### src/verilog/acs_pkg.sv
// Purpose: Shared constants, types and helpers of the ADC conversion sequencer.
// Assumes: The controller clock mclk runs at 125 MHz.
// Notes:   Least times round up to whole cycles, longest times round down.
`default_nettype none
package acs_pkg;
    localparam int CLK_PERIOD_NS  = 8;
    localparam int CNT_W          = 24;
    localparam int SYNC_STAGES    = 2;

    // Times in their own unit, figures as printed.
    localparam int T_RESET_NS     = 50;
    localparam int T_RST_CONV_NS  = 25;
    localparam int T_CONV_LOW_NS  = 25;
    localparam int T_CONV_HIGH_NS = 25;
    localparam int T_BUSY_RISE_NS = 45;
    localparam int T_CYCLE_NS     = 5000;
    localparam int T_OS_SETUP_NS  = 20;
    localparam int T_OS_HOLD_NS   = 20;
    localparam int T_RD_LOW_NS    = 37;
    localparam int T_RD_HIGH_NS   = 15;
    localparam int T_STAGGER_MS_X10 = 5;
    localparam int T_WAKE_LOW_POWER_CONTROL_N_US = 100;
    localparam int T_WAKE_INT_MS  = 30;
    localparam int T_WAKE_EXT_MS  = 13;
    localparam int T_CONV_MAX_US  = 315;

    // Derived cycle counts.
    localparam int RESET_CYC     = (T_RESET_NS + CLK_PERIOD_NS - 1) / CLK_PERIOD_NS;
    localparam int RST_CONV_CYC  = (T_RST_CONV_NS + CLK_PERIOD_NS - 1) / CLK_PERIOD_NS;
    localparam int CONV_LOW_CYC  = (T_CONV_LOW_NS + CLK_PERIOD_NS - 1) / CLK_PERIOD_NS;
    localparam int CONV_HIGH_CYC = (T_CONV_HIGH_NS + CLK_PERIOD_NS - 1) / CLK_PERIOD_NS;
    localparam int BUSY_RISE_CYC = T_BUSY_RISE_NS / CLK_PERIOD_NS + SYNC_STAGES + 1;
    localparam int CYCLE_CYC     = (T_CYCLE_NS + CLK_PERIOD_NS - 1) / CLK_PERIOD_NS;
    localparam int OS_SETUP_CYC  = (T_OS_SETUP_NS + CLK_PERIOD_NS - 1) / CLK_PERIOD_NS;
    localparam int OS_HOLD_CYC   = (T_OS_HOLD_NS + CLK_PERIOD_NS - 1) / CLK_PERIOD_NS;
    localparam int RD_LOW_CYC    = (T_RD_LOW_NS + CLK_PERIOD_NS - 1) / CLK_PERIOD_NS;
    localparam int RD_HIGH_CYC   = (T_RD_HIGH_NS + CLK_PERIOD_NS - 1) / CLK_PERIOD_NS;
    localparam int STAGGER_MAX_CYC = T_STAGGER_MS_X10 * 100_000 / CLK_PERIOD_NS;
    localparam int WAKE_LOW_POWER_CONTROL_N_CYC_DEF = T_WAKE_LOW_POWER_CONTROL_N_US * 1000 / CLK_PERIOD_NS;
    localparam int WAKE_INT_CYC_DEF  = T_WAKE_INT_MS * 1_000_000 / CLK_PERIOD_NS;
    localparam int WAKE_EXT_CYC_DEF  = T_WAKE_EXT_MS * 1_000_000 / CLK_PERIOD_NS;
    localparam int BUSY_TMO_CYC_DEF  = 2 * T_CONV_MAX_US * 1000 / CLK_PERIOD_NS;

    localparam logic [1:0] PWR_NORMAL   = 2'h0;
    localparam logic [1:0] PWR_STANDBY  = 2'h1;
    localparam logic [1:0] PWR_SHUTDOWN = 2'h2;

    typedef logic [CNT_W-1:0] acs_cnt_t;

    typedef enum logic [3:0] {
        S_RST_HI  = 4'h0,
        S_RST_GAP = 4'h1,
        S_IDLE    = 4'h2,
        S_CONV_HI = 4'h3,
        S_BUSY_WT = 4'h4,
        S_CONV    = 4'h5,
        S_RD_LO   = 4'h6,
        S_RD_HI   = 4'h7,
        S_SLEEP   = 4'h8,
        S_WAKE    = 4'h9
    } acs_state_t;

    // Count register load for a phase lasting n cycles.
    function automatic acs_cnt_t acs_len(input int n);
        return acs_cnt_t'(n - 1);
    endfunction
endpackage
`default_nettype wire

### src/verilog/acs_stream_if.sv
// Purpose: Valid and ready word stream between sequencer and FIFO.
// Assumes: One word moves on each edge where valid and ready are both high.
// Notes:   None.
`timescale 1ns/100ps
`default_nettype none
interface acs_stream_if #(
    parameter int W = 16
) ();
    logic         valid;
    logic         ready;
    logic [W-1:0] data;
    modport src (output valid, output data, input ready);
    modport snk (input valid, input data, output ready);
endinterface
`default_nettype wire

### src/verilog/acs_sync.sv
// Purpose: Two flip-flop synchroniser for pin inputs.
// Assumes: Multi-bit inputs are only sampled once they have settled.
// Notes:   The first stage feeds the second stage and nothing else.
`timescale 1ns/100ps
`default_nettype none
module acs_sync #(
    parameter int W = 1
) (
    input  wire logic         mclk,
    input  wire logic         rst_b,
    input  wire logic [W-1:0] d,
    output logic      [W-1:0] q
);
    logic [W-1:0] meta;

    always_ff @(posedge mclk or negedge rst_b) begin
        if (!rst_b) begin
            meta <= '0;
            q    <= '0;
        end else begin
            meta <= d;
            q    <= meta;
        end
    end
endmodule
`default_nettype wire

### src/verilog/acs_fifo.sv
// Purpose: Result FIFO between the read sequencer and the user.
// Assumes: DEPTH is a power of two, at least two.
// Notes:   Full and empty come from pointers with one extra wrap bit.
`timescale 1ns/100ps
`default_nettype none
module acs_fifo #(
    parameter int W     = 16,
    parameter int DEPTH = 8
) (
    input  wire logic   mclk,
    input  wire logic   rst_b,
    acs_stream_if.snk   wr,
    acs_stream_if.src   rd
);
    localparam int AW = $clog2(DEPTH);

    logic [W-1:0] mem [DEPTH];
    logic [AW:0]  wp;
    logic [AW:0]  rp;
    logic         full;
    logic         empty;

    assign full     = (wp[AW] != rp[AW]) && (wp[AW-1:0] == rp[AW-1:0]);
    assign empty    = (wp == rp);
    assign wr.ready = !full;
    assign rd.valid = !empty;
    assign rd.data  = mem[rp[AW-1:0]];

    always_ff @(posedge mclk or negedge rst_b) begin
        if (!rst_b) begin
            wp <= '0;
        end else if (wr.valid && !full) begin
            wp <= wp + 1'b1;
        end
    end

    always_ff @(posedge mclk or negedge rst_b) begin
        if (!rst_b) begin
            rp <= '0;
        end else if (rd.ready && !empty) begin
            rp <= rp + 1'b1;
        end
    end

    always_ff @(posedge mclk) begin
        if (wr.valid && !full) begin
            mem[wp[AW-1:0]] <= wr.data;
        end
    end
endmodule
`default_nettype wire

### src/verilog/acs_adc_sequencer.sv
// Purpose: Host-side sequencer that starts conversions on an eight-channel
//          simultaneous-sampling ADC, waits on its busy flag and reads results.
// Assumes: Parallel read after conversion; the device pins settle within the
//          printed limits; user inputs are on mclk.
// Notes:   Results enter a FIFO; a full FIFO stalls the read strobe.
// Contract
// - Each conversion-start pin stays low and high at least 25 ns.
// - The second start pin rises at most 0.5 ms after the first.
// - Reads during conversion end 25 ns before busy falls.
// - Chip select may fall as soon as busy has fallen.
// - Full conversion-and-read cycles repeat at most once every 5 us.
// - Parallel reads after conversion at low supply need about 5 us per cycle.
// - Serial reads after conversion on both outputs need up to 10.1 or 11.5 us.
// - Wait 100 us after leaving standby before a conversion start.
// - Wait 30 ms internal or 13 ms external reference after shutdown.
// - The device reset pulse is high for at least 50 ns.
// - Wait at least 25 ns after reset falls before conversion start.
`timescale 1ns/100ps
`default_nettype none
module acs_adc_sequencer
    import acs_pkg::*;
#(
    parameter int DATA_W        = 16,
    parameter int NUM_WORDS     = 8,
    parameter int FIFO_DEPTH    = 8,
    parameter int STAGGER_CYC   = 0,
    parameter int CYCLE_MIN_CYC = CYCLE_CYC,
    parameter int WAKE_LOW_POWER_CONTROL_N_CYC = WAKE_LOW_POWER_CONTROL_N_CYC_DEF,
    parameter int WAKE_INT_CYC  = WAKE_INT_CYC_DEF,
    parameter int WAKE_EXT_CYC  = WAKE_EXT_CYC_DEF,
    parameter int BUSY_TMO_CYC  = BUSY_TMO_CYC_DEF
) (
    input  wire logic              mclk,
    input  wire logic              rst_b,
    input  wire logic              start_req,
    input  wire logic              reset_req,
    input  wire logic [1:0]        power_mode,
    input  wire logic              ext_ref,
    input  wire logic [2:0]        os_ratio,
    output logic                   start_ready,
    output logic                   conv_active,
    output logic                   timeout_err,
    output logic                   out_valid,
    input  wire logic              out_ready,
    output logic [DATA_W-1:0]      out_data,
    input  wire logic              dev_busy,
    input  wire logic [DATA_W-1:0] dev_db,
    output logic                   conv_start_first_group,
    output logic                   conv_start_second_group,
    output logic                   dev_reset,
    output logic                   low_power_control_n,
    output logic                   shutdown_sel,
    output logic [2:0]             oversampling_ratio_select,
    output logic                   cs_n,
    output logic                   rd_n
);
    localparam int WORD_W = $clog2(NUM_WORDS);

    acs_state_t        state;
    acs_state_t        next_state;
    acs_cnt_t          cnt;
    acs_cnt_t          next_cnt;
    acs_cnt_t          gap_cnt;
    logic [WORD_W-1:0] word;
    logic [WORD_W-1:0] next_word;
    logic [3:0]        os_cnt;
    logic              sleep_deep;
    logic              sleep_ext;
    logic              busy_s;
    logic [DATA_W-1:0] db_s;
    logic              start_take;
    logic              tmo_hit;
    logic              last_word;

    acs_stream_if #(.W(DATA_W)) wr_if ();
    acs_stream_if #(.W(DATA_W)) rd_if ();

    acs_sync #(.W(1)) u_busy_sync (
        .mclk  (mclk),
        .rst_b (rst_b),
        .d     (dev_busy),
        .q     (busy_s)
    );

    acs_sync #(.W(DATA_W)) u_db_sync (
        .mclk  (mclk),
        .rst_b (rst_b),
        .d     (dev_db),
        .q     (db_s)
    );

    acs_fifo #(.W(DATA_W), .DEPTH(FIFO_DEPTH)) u_fifo (
        .mclk  (mclk),
        .rst_b (rst_b),
        .wr    (wr_if.snk),
        .rd    (rd_if.src)
    );

    assign out_valid   = rd_if.valid;
    assign out_data    = rd_if.data;
    assign rd_if.ready = out_ready;

    // A word is offered once the strobe has been low long enough for the
    // bus to settle and pass the synchroniser; a full FIFO keeps it low.
    assign wr_if.valid = (state == S_RD_LO) && (cnt == '0);
    assign wr_if.data  = db_s;
    assign last_word   = (word == WORD_W'(NUM_WORDS - 1));

    // Oversampling pins and cycle spacing must both have settled.
    assign start_ready = (state == S_IDLE) && (power_mode == PWR_NORMAL) && !reset_req
                         && (gap_cnt == '0) && (os_cnt == 4'h0)
                         && (os_ratio == oversampling_ratio_select);
    assign start_take  = start_req && start_ready;
    assign tmo_hit     = (cnt == '0) && ((state == S_BUSY_WT) || (state == S_CONV));

    always_comb begin
        next_state = state;
        next_cnt   = (cnt != '0) ? cnt - acs_len(2) : cnt;
        next_word  = word;
        case (state)
            S_RST_HI: begin
                if (cnt == '0) begin
                    next_state = S_RST_GAP;
                    next_cnt   = acs_len(RST_CONV_CYC);
                end
            end
            S_RST_GAP: begin
                if (cnt == '0) begin
                    next_state = S_IDLE;
                end
            end
            S_IDLE: begin
                if (power_mode != PWR_NORMAL) begin
                    next_state = S_SLEEP;
                end else if (reset_req) begin
                    next_state = S_RST_HI;
                    next_cnt   = acs_len(RESET_CYC);
                end else if (start_take) begin
                    next_state = S_CONV_HI;
                    next_cnt   = acs_len(STAGGER_CYC + CONV_HIGH_CYC);
                end
            end
            S_CONV_HI: begin
                if (cnt == '0) begin
                    next_state = S_BUSY_WT;
                    next_cnt   = acs_len(BUSY_RISE_CYC);
                end
            end
            S_BUSY_WT: begin
                if (busy_s) begin
                    next_state = S_CONV;
                    next_cnt   = acs_len(BUSY_TMO_CYC);
                end else if (cnt == '0) begin
                    next_state = S_IDLE;
                end
            end
            S_CONV: begin
                // Reading waits for busy itself, so every oversampling ratio
                // is served without a table of conversion times.
                if (!busy_s) begin
                    next_state = S_RD_LO;
                    next_cnt   = acs_len(RD_LOW_CYC + SYNC_STAGES);
                    next_word  = '0;
                end else if (cnt == '0) begin
                    next_state = S_IDLE;
                end
            end
            S_RD_LO: begin
                if ((cnt == '0) && wr_if.ready) begin
                    next_state = S_RD_HI;
                    next_cnt   = acs_len(RD_HIGH_CYC);
                end
            end
            S_RD_HI: begin
                if (cnt == '0) begin
                    if (last_word) begin
                        next_state = S_IDLE;
                    end else begin
                        next_state = S_RD_LO;
                        next_cnt   = acs_len(RD_LOW_CYC + SYNC_STAGES);
                        next_word  = word + 1'b1;
                    end
                end
            end
            S_SLEEP: begin
                if (power_mode == PWR_NORMAL) begin
                    next_state = S_WAKE;
                    if (!sleep_deep) begin
                        next_cnt = acs_len(WAKE_LOW_POWER_CONTROL_N_CYC);
                    end else if (sleep_ext) begin
                        next_cnt = acs_len(WAKE_EXT_CYC);
                    end else begin
                        next_cnt = acs_len(WAKE_INT_CYC);
                    end
                end
            end
            S_WAKE: begin
                if (cnt == '0) begin
                    next_state = S_IDLE;
                end
            end
            default: begin
                next_state = S_RST_HI;
                next_cnt   = acs_len(RESET_CYC);
            end
        endcase
    end

    always_ff @(posedge mclk or negedge rst_b) begin
        if (!rst_b) begin
            state <= S_RST_HI;
            cnt   <= acs_len(RESET_CYC);
            word  <= '0;
        end else begin
            state <= next_state;
            cnt   <= next_cnt;
            word  <= next_word;
        end
    end

    // Pins follow the next state so they change on the same edge as the state.
    always_ff @(posedge mclk or negedge rst_b) begin
        if (!rst_b) begin
            dev_reset               <= 1'b1;
            conv_start_first_group  <= 1'b0;
            conv_start_second_group <= 1'b0;
            cs_n                    <= 1'b1;
            rd_n                    <= 1'b1;
            low_power_control_n     <= 1'b1;
            conv_active             <= 1'b0;
        end else begin
            dev_reset               <= (next_state == S_RST_HI);
            conv_start_first_group  <= (next_state == S_CONV_HI);
            conv_start_second_group <= (next_state == S_CONV_HI)
                                       && (next_cnt < acs_cnt_t'(CONV_HIGH_CYC));
            cs_n                    <= !((next_state == S_RD_LO) || (next_state == S_RD_HI));
            rd_n                    <= (next_state != S_RD_LO);
            low_power_control_n     <= (next_state != S_SLEEP);
            conv_active             <= (next_state == S_CONV_HI) || (next_state == S_BUSY_WT)
                                       || (next_state == S_CONV);
        end
    end

    // Depth and reference of a sleep are caught on entry and kept until the
    // wake time has been chosen, so the pin does not move during low power.
    always_ff @(posedge mclk or negedge rst_b) begin
        if (!rst_b) begin
            sleep_deep   <= 1'b0;
            sleep_ext    <= 1'b0;
            shutdown_sel <= 1'b0;
        end else if ((state == S_IDLE) && (next_state == S_SLEEP)) begin
            sleep_deep   <= (power_mode == PWR_SHUTDOWN);
            sleep_ext    <= ext_ref;
            shutdown_sel <= (power_mode == PWR_SHUTDOWN);
        end
    end

    // The cycle spacing runs from one start to the next, covering conversion
    // and read; longer serial cycles can be set through the parameter.
    always_ff @(posedge mclk or negedge rst_b) begin
        if (!rst_b) begin
            gap_cnt <= '0;
        end else if (start_take) begin
            gap_cnt <= acs_len(CYCLE_MIN_CYC);
        end else if (gap_cnt != '0) begin
            gap_cnt <= gap_cnt - acs_len(2);
        end
    end

    // Oversampling pins change only while idle, after busy has fallen unless a stuck-busy timeout ended the conversion,
    // and a start waits for the setup time after any change.
    always_ff @(posedge mclk or negedge rst_b) begin
        if (!rst_b) begin
            oversampling_ratio_select <= 3'h0;
            os_cnt                    <= 4'h0;
        end else if ((state == S_IDLE) && (os_ratio != oversampling_ratio_select)) begin
            oversampling_ratio_select <= os_ratio;
            os_cnt                    <= 4'(OS_SETUP_CYC);
        end else if (os_cnt != 4'h0) begin
            os_cnt <= os_cnt - 4'h1;
        end
    end

    // A missing or stuck busy is reported until the next accepted start.
    always_ff @(posedge mclk or negedge rst_b) begin
        if (!rst_b) begin
            timeout_err <= 1'b0;
        end else if (tmo_hit && !(state == S_BUSY_WT && busy_s)
                     && !(state == S_CONV && !busy_s)) begin
            timeout_err <= 1'b1;
        end else if (start_take) begin
            timeout_err <= 1'b0;
        end
    end
endmodule
`default_nettype wire

### config.mk
export PLATFORM = sky130hd
export DESIGN_NAME = acs_adc_sequencer
export DESIGN_NICKNAME = d
export VERILOG_FILES = /design/src/verilog/acs_pkg.sv /design/src/verilog/acs_stream_if.sv /design/src/verilog/acs_sync.sv /design/src/verilog/acs_fifo.sv /design/src/verilog/acs_adc_sequencer.sv
export SDC_FILE = /design/constraint.sdc
export NUM_CORES = 1
export LEC_CHECK = 0
export ABC_AREA = 1
export ABC_CLOCK_PERIOD_IN_PS = 4600
export BUFFER_PORTS_ARGS = -buffer_cell sky130_fd_sc_hd__buf_4
export CAP_MARGIN = 20
export CORE_MARGIN = 3
export CORE_UTILIZATION = 41
export CTS_CLUSTER_SIZE = 25
export DETAILED_ROUTE_END_ITERATION = 12
export PLACE_DENSITY = 0.63
export SETUP_SLACK_MARGIN = 0.05
export SLEW_MARGIN = 10
export SYNTH_ARGS = -nofsm -noshare
export SYNTH_HDL_FRONTEND = slang
export SYNTH_HIERARCHICAL = 1
export SYNTH_SLANG_ARGS = --single-unit
### constraint.sdc
create_clock -name mclk -period 4.6 [get_ports mclk]
set_input_delay 0.23 -clock mclk [delete_from_list [all_inputs] [get_ports mclk]]
set_output_delay 0.23 -clock mclk [all_outputs]
set_load 0.02 [all_outputs]
### Word-level counts from Yosys, hierarchy flattened

Memories as Yosys holds them, arrays and structs flattened.
Cells that the tools add are included.

* equal/unequal tests: 27
* reductions and logical operators: 46
* add/subtract/negate cells: 6
* $lt $le $gt $ge: 1
* multiplexer cells: 40

Operators by type and width (count)
* 2-to-1 mux 24 bit: 14
* case mux 24 bit (9 select lines): 1
* 2-to-1 mux 4 bit: 13
* zero test 24 bit: 2
* nonzero test 24 bit: 2
* subtractor 24 x 1 -> 24 bit (second input constant): 2
* 2-to-1 mux 22 bit: 2
* case mux 4 bit (9 select lines): 1
* equality test 4 x 3 -> 1 bit (second input constant): 8
* less-than comparator 24 x 3 -> 1 bit (second input constant): 1
* logical AND 1 bit: 19
* equality test 4 x 2 -> 1 bit (second input constant): 3
* equality test 4 bit (second input constant): 3
* zero test 4 bit: 3
* 2-to-1 mux 3 bit: 4
* nonzero test 2 bit: 5
* adder 4 x 1 -> 4 bit (second input constant): 2
* zero test 1 bit: 7
* equality test 3 bit: 2
* != test 2 bit (second input constant): 3
* case mux 3 bit (2 select lines): 1
* equality test 4 x 1 -> 1 bit (second input constant): 1
* equality test 4 bit: 1
* logical OR 1 bit: 4
* other kinds (13): 16

* memory bits (writable): 128
* memories: 1
* register bits: 114
* logic and storage cells: 143

Memories
* u_fifo.mem: words 8, bits a word 16, rd ports 1, clocked after memory_dff 0, wr ports 1, line acs_fifo.sv:17 `logic [W-1:0] mem [DEPTH];`

### Logic depth before layout (Yosys ltp)

Gate-level depths: netlist of run 1.

* depth in word-level cells: 14
* depth in mapped cells: 18
* mapped depth without buffers: 18

### Cells and area by module

The synthesis of run 1 kept the hierarchy.

Modules (own cells, without submodules)
* acs_fifo: cells an instance 446, area an instance 5530.3 um^2, sequential area each 4043.9 um^2, instances 1
* acs_adc_sequencer: cells an instance 666, area an instance 4784.6 um^2, sequential area each 1809.2 um^2, instances 1
* acs_sync (u_db_sync): cells an instance 32, area an instance 800.8 um^2, sequential area each 800.8 um^2, instances 1
* acs_sync (u_busy_sync): cells an instance 2, area an instance 50.0 um^2, sequential area each 50.0 um^2, instances 1

### Worst setup path after synthesis of run 1

OpenSTA, ideal clock, no wires.

* path kind: register to register
* start point: register cnt[0]
* end point: memory u_fifo.mem[4][0], enable pin
* slack: 2005 ps
* arrival: 2206 ps
* data required time: 4212 ps
* stages on the path, launching flop included: 9
* path through: dfrtp_1 inv_1 ha_1 nand2_1 nor2_1 nand3_2 nor2_1 nand3_2 nor2_1

* longest elaborated chain between the ends: 5

RTL lines
* from (decl): line acs_adc_sequencer.sv:61 `acs_cnt_t cnt;`
* from (signal assigned): line acs_adc_sequencer.sv:212 `cnt <= acs_len(RESET_CYC);`
* from (signal assigned): line acs_adc_sequencer.sv:216 `cnt <= next_cnt;`
* zero test 24 bit: line acs_adc_sequencer.sv:105 `assign wr_if.valid = (state == S_RD_LO) && (cnt == '0);`
* logical AND 1 bit: line acs_adc_sequencer.sv:105
* via wr_if.valid: line acs_stream_if.sv:9 `logic valid;`
* logical AND 1 bit: line acs_fifo.sv:46 `if (wr.valid && !full) begin`
* 2-to-1 mux 1 bit: line acs_fifo.sv:46
* 2-to-1 mux 1 bit (implied by the code): line acs_fifo.sv:47 `mem[wp[AW-1:0]] <= wr.data;`
* to (decl): line acs_fifo.sv:17

The timed path passes the listed nets, and every way through them passes these cells.

### Worst setup path in the final report of run 1

* start point: register cnt[0]
* end point: memory u_fifo.mem[4][4], enable pin

The elaborated chain is that of the path after synthesis.

==> metrics.txt, run 1 <==
Sum Neg Setup Slack 0 ns; min-delay worst type primary input to flop; status completed; WL final 26,500 um; Setup Buffers After CTS 0; Worst-Margin Slew 0.835 ns; Ys Warns 6; crit-path leading delay family simple AND/OR/NAND/NOR gates; CTS tree built; Fin. Hold Viols 0; Adder-Cell Fraction of Synth Area 0.0123; Routed Antenna Nets 0; largest family of logic cells by synthesized area simple AND/OR/NAND/NOR gates; routed vias/inst 5.19; number of gates resized after CTS 0; hold_buf cts 24; Starting DRT DRC Count 594; routability cong. 0.941; count leader, synth nand2_1; register area 6710 um2; crit-path max FO 9; clk buf depth 3; Worst IR Drop VDD 0.287 mV; HPWL Detailed 17,500 um; fillers 2,441; Final Util 0.494; startpoint types flop; syn nets 1,185; synthesized area 11,200 um2; multi-input logic area 3870 um2; CTS Sinks 242; worst path bufs/invs 2; post-route clock skew 0.0178 ns; max-cap violation count 0; Tot GR Track Use 0.184; H-tree Lvls 1; fmax 0.339 GHz; clock latency on the worst-skew pair 0.53 ns; die area 29,200 um2; Worst Setup End Kind flop; Placed Area 12,000 um2; Slew Limit Headroom 0.444; top cells by count, synth nand2_1, nor2_1, edfxtp_1; WL/cell 16.6 um; critical path class flop to flop; wire length of the first global-routing pass 43,000 um; Post-Syn Instances 1,146; Worst EP arrival 3.17 ns; Most Frequent Cell on Critical Path nor2_1; CTS Root Cell clkbuf_16; Worst Path Required 4.82 ns; vias 8,298; dpl cells 1,526; Antenna diodes 0; RSZ-0062 raised after global routing false; post-synth top area cell edfxtp_1; Yosys cell types 47; Remaining DRCs 0; cts bufs inserted 26; count of final max-slew check failures 0; I/O pins 58; initial antenna violation count 0; reg2reg start cnt[0]$_DFF_PN0_; Clock transition at path regs 0.06 ns; CP peak stage delay 0.60 ns; pre-CTS setup slack 1.62 ns; die height 171 um; power density cells 466 nW/um2; most area-consuming cells after synthesis edfxtp_1, dfrtp_1, nand2_1; final worst setup slack 1.65 ns; core box area 26,400 um2; Pleak 5.72 nW; top-area cell type share of the netlist area 0.344; EDFF count, synth 128; width of the die 171 um; share of synthesized registers carrying an async set or reset 0.471; complex-gate fraction of the synthesized area 0.0833; number of global-route vias before repair 8,237; std cell rows 59; register area share after synthesis 0.600; Congestion Overflow GR 0; largest net degree at the start of global routing 70; cells along the critical path inv_1 -> ha_1 -> nand2_1 -> nor2_1 -> nand3_2 -> nor2_1 -> nand3_2 -> nor2_1 -> buf_4; port bufs 57; Final Non-Filler Cells 1,598; simple-gate portion of the synthesized area 0.225; final-stage net count 1,282; cell area after layout 13,100 um2; hold path start start_req; xor/xnor share of the synthesized area 0.0259; area delta synth->final 16.9%; drt pass-1 iters 5; #FFs+latches synth 242; fin crit period 2.95 ns; Critical-path top delay cell nor2_1; share of cells above drive strength 1 0.150; final setup fails 0; initial core utilization 0.422; Worst Hold Margin 0.0205 ns; total power 6.09 mW; worst setup path start cnt[0]$_DFF_PN0_; syn_area_per_cell 9.74 um2; mux cell area share after synthesis 0; fin crit share 0.640; ys flop type edfxtp_1
==> registers in the layout, summed over array words and instances, names as in the netlist, 3 cells and up <==
signal	flops
cnt	24
gap_cnt	24
os_cnt	4
u_db_sync/q	16
u_fifo/rp	4
oversampling_ratio_select	3
u_fifo/wp	4
word	3
state	4
u_db_sync/meta	16
u_fifo/mem	128
==> placed cells by master, fill, tap and decap left out, types with 3 or more instances in the layout <==
master / count
bufinv_16: 3
nand3_2: 6
nand2_1: 226
a21oi_1: 21
nand2_2: 11
nor2_4: 6
clkinv_1: 5
clkbuf_8: 3
o21ai_0: 69
inv_1: 93
o22ai_1: 33
ha_1: 11
nor3_1: 12
dlygate4sd3_1: 24
edfxtp_1: 128
nor2_2: 19
inv_2: 17
nand4_1: 16
clkinv_2: 5
nand3_1: 61
o21ai_1: 30
nor2_1: 179
dfstp_2: 6
dfrtp_1: 107
nor4_1: 5
xnor2_1: 10
buf_4: 72
nand2_4: 3
xor2_1: 23
clkbuf_16: 26
o211ai_1: 3
clkbuf_1: 5
==> cell type report <==
| cell class | count | area share |
|---|---|---|
| Sequential cell | 242 | 0.514 |
| Timing Repair Buffer | 96 | 0.0598 |
| Inverter | 111 | 0.0320 |
| Clock inverter | 14 | 0.0117 |
| Multi-Input combinational cell | 766 | 0.296 |
| Clock buffer | 34 | 0.0544 |
| Tap cell | 335 | 0.0321 |
==> metal layers <==
layer  track usage  routed length (um)  vias up
met4        0.0486                 564        0
li1              -                   -     4034
met2         0.307               12600      231
met3        0.0298                1230       38
met5             0                   0        -
met1         0.251               12100     3995
==> worst paths after layout <==
kind,to,cells past startpoint,slack [ns]
worst max-delay path,u_fifo/mem[4][4]$_DFFE_PP_,9,1.65
min in group asynchronous,conv_start_second_group$_DFF_PN0_,2,0.08
worst min-delay path,conv_start_first_group$_DFF_PN0_,3,0.02
worst min register to register,u_db_sync/q[11]$_DFF_PN0_,0,0.35
max in group asynchronous,u_fifo/rp[0]$_DFFE_PN0P_,3,3.43
worst max register to register,u_fifo/mem[4][4]$_DFFE_PP_,9,1.65
==> cell families after synthesis <==
group                    Yosys count
XOR/XNOR                          33
AO/OA/AOI/OAI                    168
flip-flops                       242
AND/OR/NAND/NOR                  554
adder cells (fa/ha/maj)           11
buffers and inverters            138
==> report_power, final <==
part	switching [mW]	internal (mW)
clock	0.821	1.25
combinational	0.955	0.481
sequential	0.140	2.44
==> tightest hold or removal path, stage by stage <==
cell and delay (ns):
buf_4 0.11, nand4_1 0.08, nand2_1 0.08
No activity file was read; power rests on OpenSTA's default activity.
==> run 2: changes to the inputs <==
ABC_AREA = 0   (was 1)
ABC_CLOCK_PERIOD_IN_PS = 2400   (was 4600)
PLACE_DENSITY = 0.65   (was 0.63)
clock period = 2.4 ns   (was 4.6 ns; I/O delays follow)
==> run 2 against run 1 <==
Effect of this change: the run now ends with negative setup slack left; design area increased by 22%; core utilization increased by 12 points; highest routed layer unchanged; area after synthesis down 1.4%; clock power increased by 89%; non-clock buffer count grew 250; sequential power is 72% higher; largest cell class unchanged.
==> metrics.txt, run 2 <==
count of final max-slew check failures 0 (unchanged); fin crit period 3.01 ns (+0.0662 ns); Worst Hold End gap_cnt[6]$_DFFE_PN0P_; share of cells above drive strength 1 0.479 (+0.329); Congestion Overflow GR 0 (unchanged); cts bufs inserted 26 (unchanged); cell depth of the worst flop-to-flop path 12 (+3); Routed Antenna Nets 0 (unchanged); fin crit share 1.26 (+0.615); Worst-Margin Slew 0.574 ns (-0.260 ns); Worst Hold Margin 0.0937 ns (+0.0732 ns); CTS Sinks 242 (unchanged); Flop pwr share 0.521 (+0.097); Post-Syn Instances 783 (-32%); ys flop type edfxtp_1; vias 7,902 (-4.8%); initial antenna violation count 0 (unchanged); final-stage net count 1,164 (-9.2%); Starting DRT DRC Count 574 (-3.4%); share of synthesized registers carrying an async set or reset 0.471 (unchanged); drt pass-1 iters 5 (unchanged); RSZ-0062 raised after global routing true; clock latency on the worst-skew pair 0.52 ns (about the same); top cells by count, synth edfxtp_1, dfrtp_1, nand2_1; Tot GR Track Use 0.195 (+0.0108); fmax 0.332 GHz (-2.2%); Logic pwr share 0.020 (-0.216); CTS Root Cell clkbuf_16; die area 28,800 um2 (-1.4%); routed vias/inst 5.34 (+2.8%); Worst Path Required 2.63 ns (-2.19 ns); reg2reg setup slack -0.61 ns (-2.27 ns); #FFs+latches synth 242 (unchanged); Placed Area 13,500 um2 (+13%); Remaining DRCs 0 (unchanged); critical path class flop to flop; largest net degree at the start of global routing 41 (-41%); cells along the critical path inv_2 -> ha_4 -> or3b_4 -> or2_4 -> buf_6 -> nor3_4 -> inv_2 -> nor3_4 -> buf_6 -> nand2b_4 -> nor4b_4 -> buf_6; cell area after layout 16,000 um2 (+22%); top-area cell type share of the netlist area 0.349 (+0.00497); startpoint types flop; register area share after synthesis 0.609 (+0.00867); syn_area_per_cell 14.1 um2 (+44%); Clock transition at path regs 0.06 ns (about the same); final setup fails 167 (+167); commonest non-fill, non-tap cells in the layout buf_4, edfxtp_1, dfrtp_1, buf_6, nand2_1; post-route clock skew 0.0107 ns (-0.00707 ns); CTS tree built; Worst EP arrival 3.24 ns (+0.07 ns); Worst IR Drop VDD 0.449 mV (+56%); failing checks negative setup slack; Fin. Hold Viols 0 (unchanged); RR Endpoint u_fifo/mem[4][1]$_DFFE_PP_; post-synth top area cell edfxtp_1; max FFs per register 128 (unchanged); status finished, violations left; number of global-route vias before repair 8,285 (+0.58%); Antenna diodes 0 (unchanged); Critical-path top delay cell nor4b_4; crit-path max FO 5 (-4); min-delay worst type primary input to flop; std cell rows 59 (unchanged); area delta synth->final 45.1%; max-cap violation count 0 (unchanged); Pint 6.81 mW (+63%); Worst Setup End Kind flop; width of the die 170 um (-0.69%); CP peak stage delay 0.43 ns (-0.17 ns); synthesized area 11,000 um2 (-1.4%); wire length of the first global-routing pass 44,900 um (+4.4%); switching pwr 1.73 mW (-9.6%); most common cell after layout, fill and taps aside buf_4; initial core utilization 0.420 (-0.00249); hold path start start_req; H-tree Lvls 1 (unchanged); Most Frequent Cell on Critical Path buf_6; Ys Warns 6 (unchanged); EDFF count, synth 128 (unchanged); die height 170 um (-0.69%); pre-CTS setup slack -0.637 ns (-2.26 ns); port bufs 57 (unchanged); power density cells 535 nW/um2 (+15%); routability cong. 0.892 (-5.2%); WL final 28,400 um (+7.4%); Yosys cell types 90 (+91%); WL/cell 19.2 um (+16%); most area-consuming cells after synthesis edfxtp_1, dfrtp_1, mux4_1; Pleak 6.32 nW (+11%); reg2reg start cnt[0]$_DFF_PN0_; core box area 26,200 um2 (-0.84%); hold depth 4 (+1); final worst setup slack -0.612 ns (-2.27 ns); syn nets 822 (-31%); clk buf depth 3 (unchanged); Clock power frac 0.460 (+0.119); Switching Share 0.203 (-0.112); count leader, synth edfxtp_1; I/O pins 58 (unchanged); Slew Limit Headroom 0.617 (+0.173); HPWL Detailed 17,900 um (+2.5%)
==> run 2: cell types whose count changed in the layout (fill, tap and decap cells not counted), sizes merged, moves of 32 or more <==
cell | before | now
inv | 110 | 23
nand3 | 69 | 21
buf | 72 | 319
o22ai | 33 | 0
nor2 | 206 | 51
mux4 | 0 | 32
o21ai | 99 | 25
nand2 | 240 | 53
==> run 2: layout make-up <==
class / instances / area (um2)
Multi-Input combinational cell: 487 / 4770
Sequential cell: 242 / 6710
Tap cell: 335 / 419
Inverter: 22 / 82.6
Timing Repair Buffer: 346 / 3140
Fill cell: 1938 / 10200
Clock buffer: 35 / 714
Clock inverter: 13 / 135
==> run 2: worst max-delay path by stage <==
stage	depth (start not counted)	startpoint	end
CTS	8	gap_cnt[15]$_DFFE_PN0P_	conv_start_second_group$_DFF_PN0_
global placement	11	cnt[0]$_DFF_PN0_	u_fifo/mem[5][7]$_DFFE_PP_
floorplan	10	cnt[0]$_DFF_PN0_	u_fifo/mem[0][0]$_DFFE_PP_
global route	13	cnt[0]$_DFF_PN0_	u_fifo/mem[3][10]$_DFFE_PP_
finish	12	cnt[0]$_DFF_PN0_	u_fifo/mem[4][1]$_DFFE_PP_
detailed placement	11	cnt[0]$_DFF_PN0_	u_fifo/mem[5][8]$_DFFE_PP_
==> run 2: cell families after synthesis <==
family	share of synthesized area
AOI/OAI and AO/OA	0.0784
and+or+nand+nor	0.129
muxes	0.0983
adders and majority gates	0.0134
xor gates and xnor gates	0.0435
DFF	0.609
buffers and inverters	0.0281
==> run 2: what timing repair did <==
item,4_1_cts,5_1_grt
hold buffers,25,0
buffers inserted,41,22
resized for setup,183,71
cloned,6,3
pin swaps,31,39
setup endpoints to repair,192,202
hold endpoints to repair,62,0
==> run 2: through the flow <==
| step | cells | power [mW] | setup TNS (ns) | utilization |
|---|---|---|---|---|
| 2_1_floorplan | 783 | 4.54 | -92.79 | - |
| 3_3_place_gp | 1356 | 4.66 | -77.37 | 0.514 |
| 3_5_place_dp | 1356 | 4.67 | -80.54 | 0.514 |
| 4_1_cts | 1466 | 8.63 | -68.60 | 0.593 |
| 5_1_grt | 1480 | 8.83 | -89.23 | 0.609 |
| 6_report | 1480 | 8.55 | -70.98 | 0.609 |
==> run 2: routing by layer <==
metal  vias to the layer above  wire (um)  global-route usage
met1                      3945      11900               0.260
met5                         -          0                   0
li1                       3672          -                   -
met3                        40       1470              0.0295
met4                         0        600              0.0480
met2                       245      14400               0.337
==> run 2: power groups by stage <==
stage | Clock [mW] | Sequential [mW] | Combinational (mW)
CTS | 4.01 | 4.45 | 0.168
global route | 4.19 | 4.45 | 0.187
finish | 3.93 | 4.45 | 0.168
detailed placement | 0 | 4.53 | 0.135
floorplan | 0 | 4.51 | 0.0268
global placement | 0 | 4.53 | 0.134
==> run 2: critical path: cells and delay by family (launching register included) <==
family                     cells  cell delay [ns]
and+or+nand+nor                6             1.54
buffers and inverters          5             0.66
adders and majority gates      1             0.13
DFF                            1             0.39
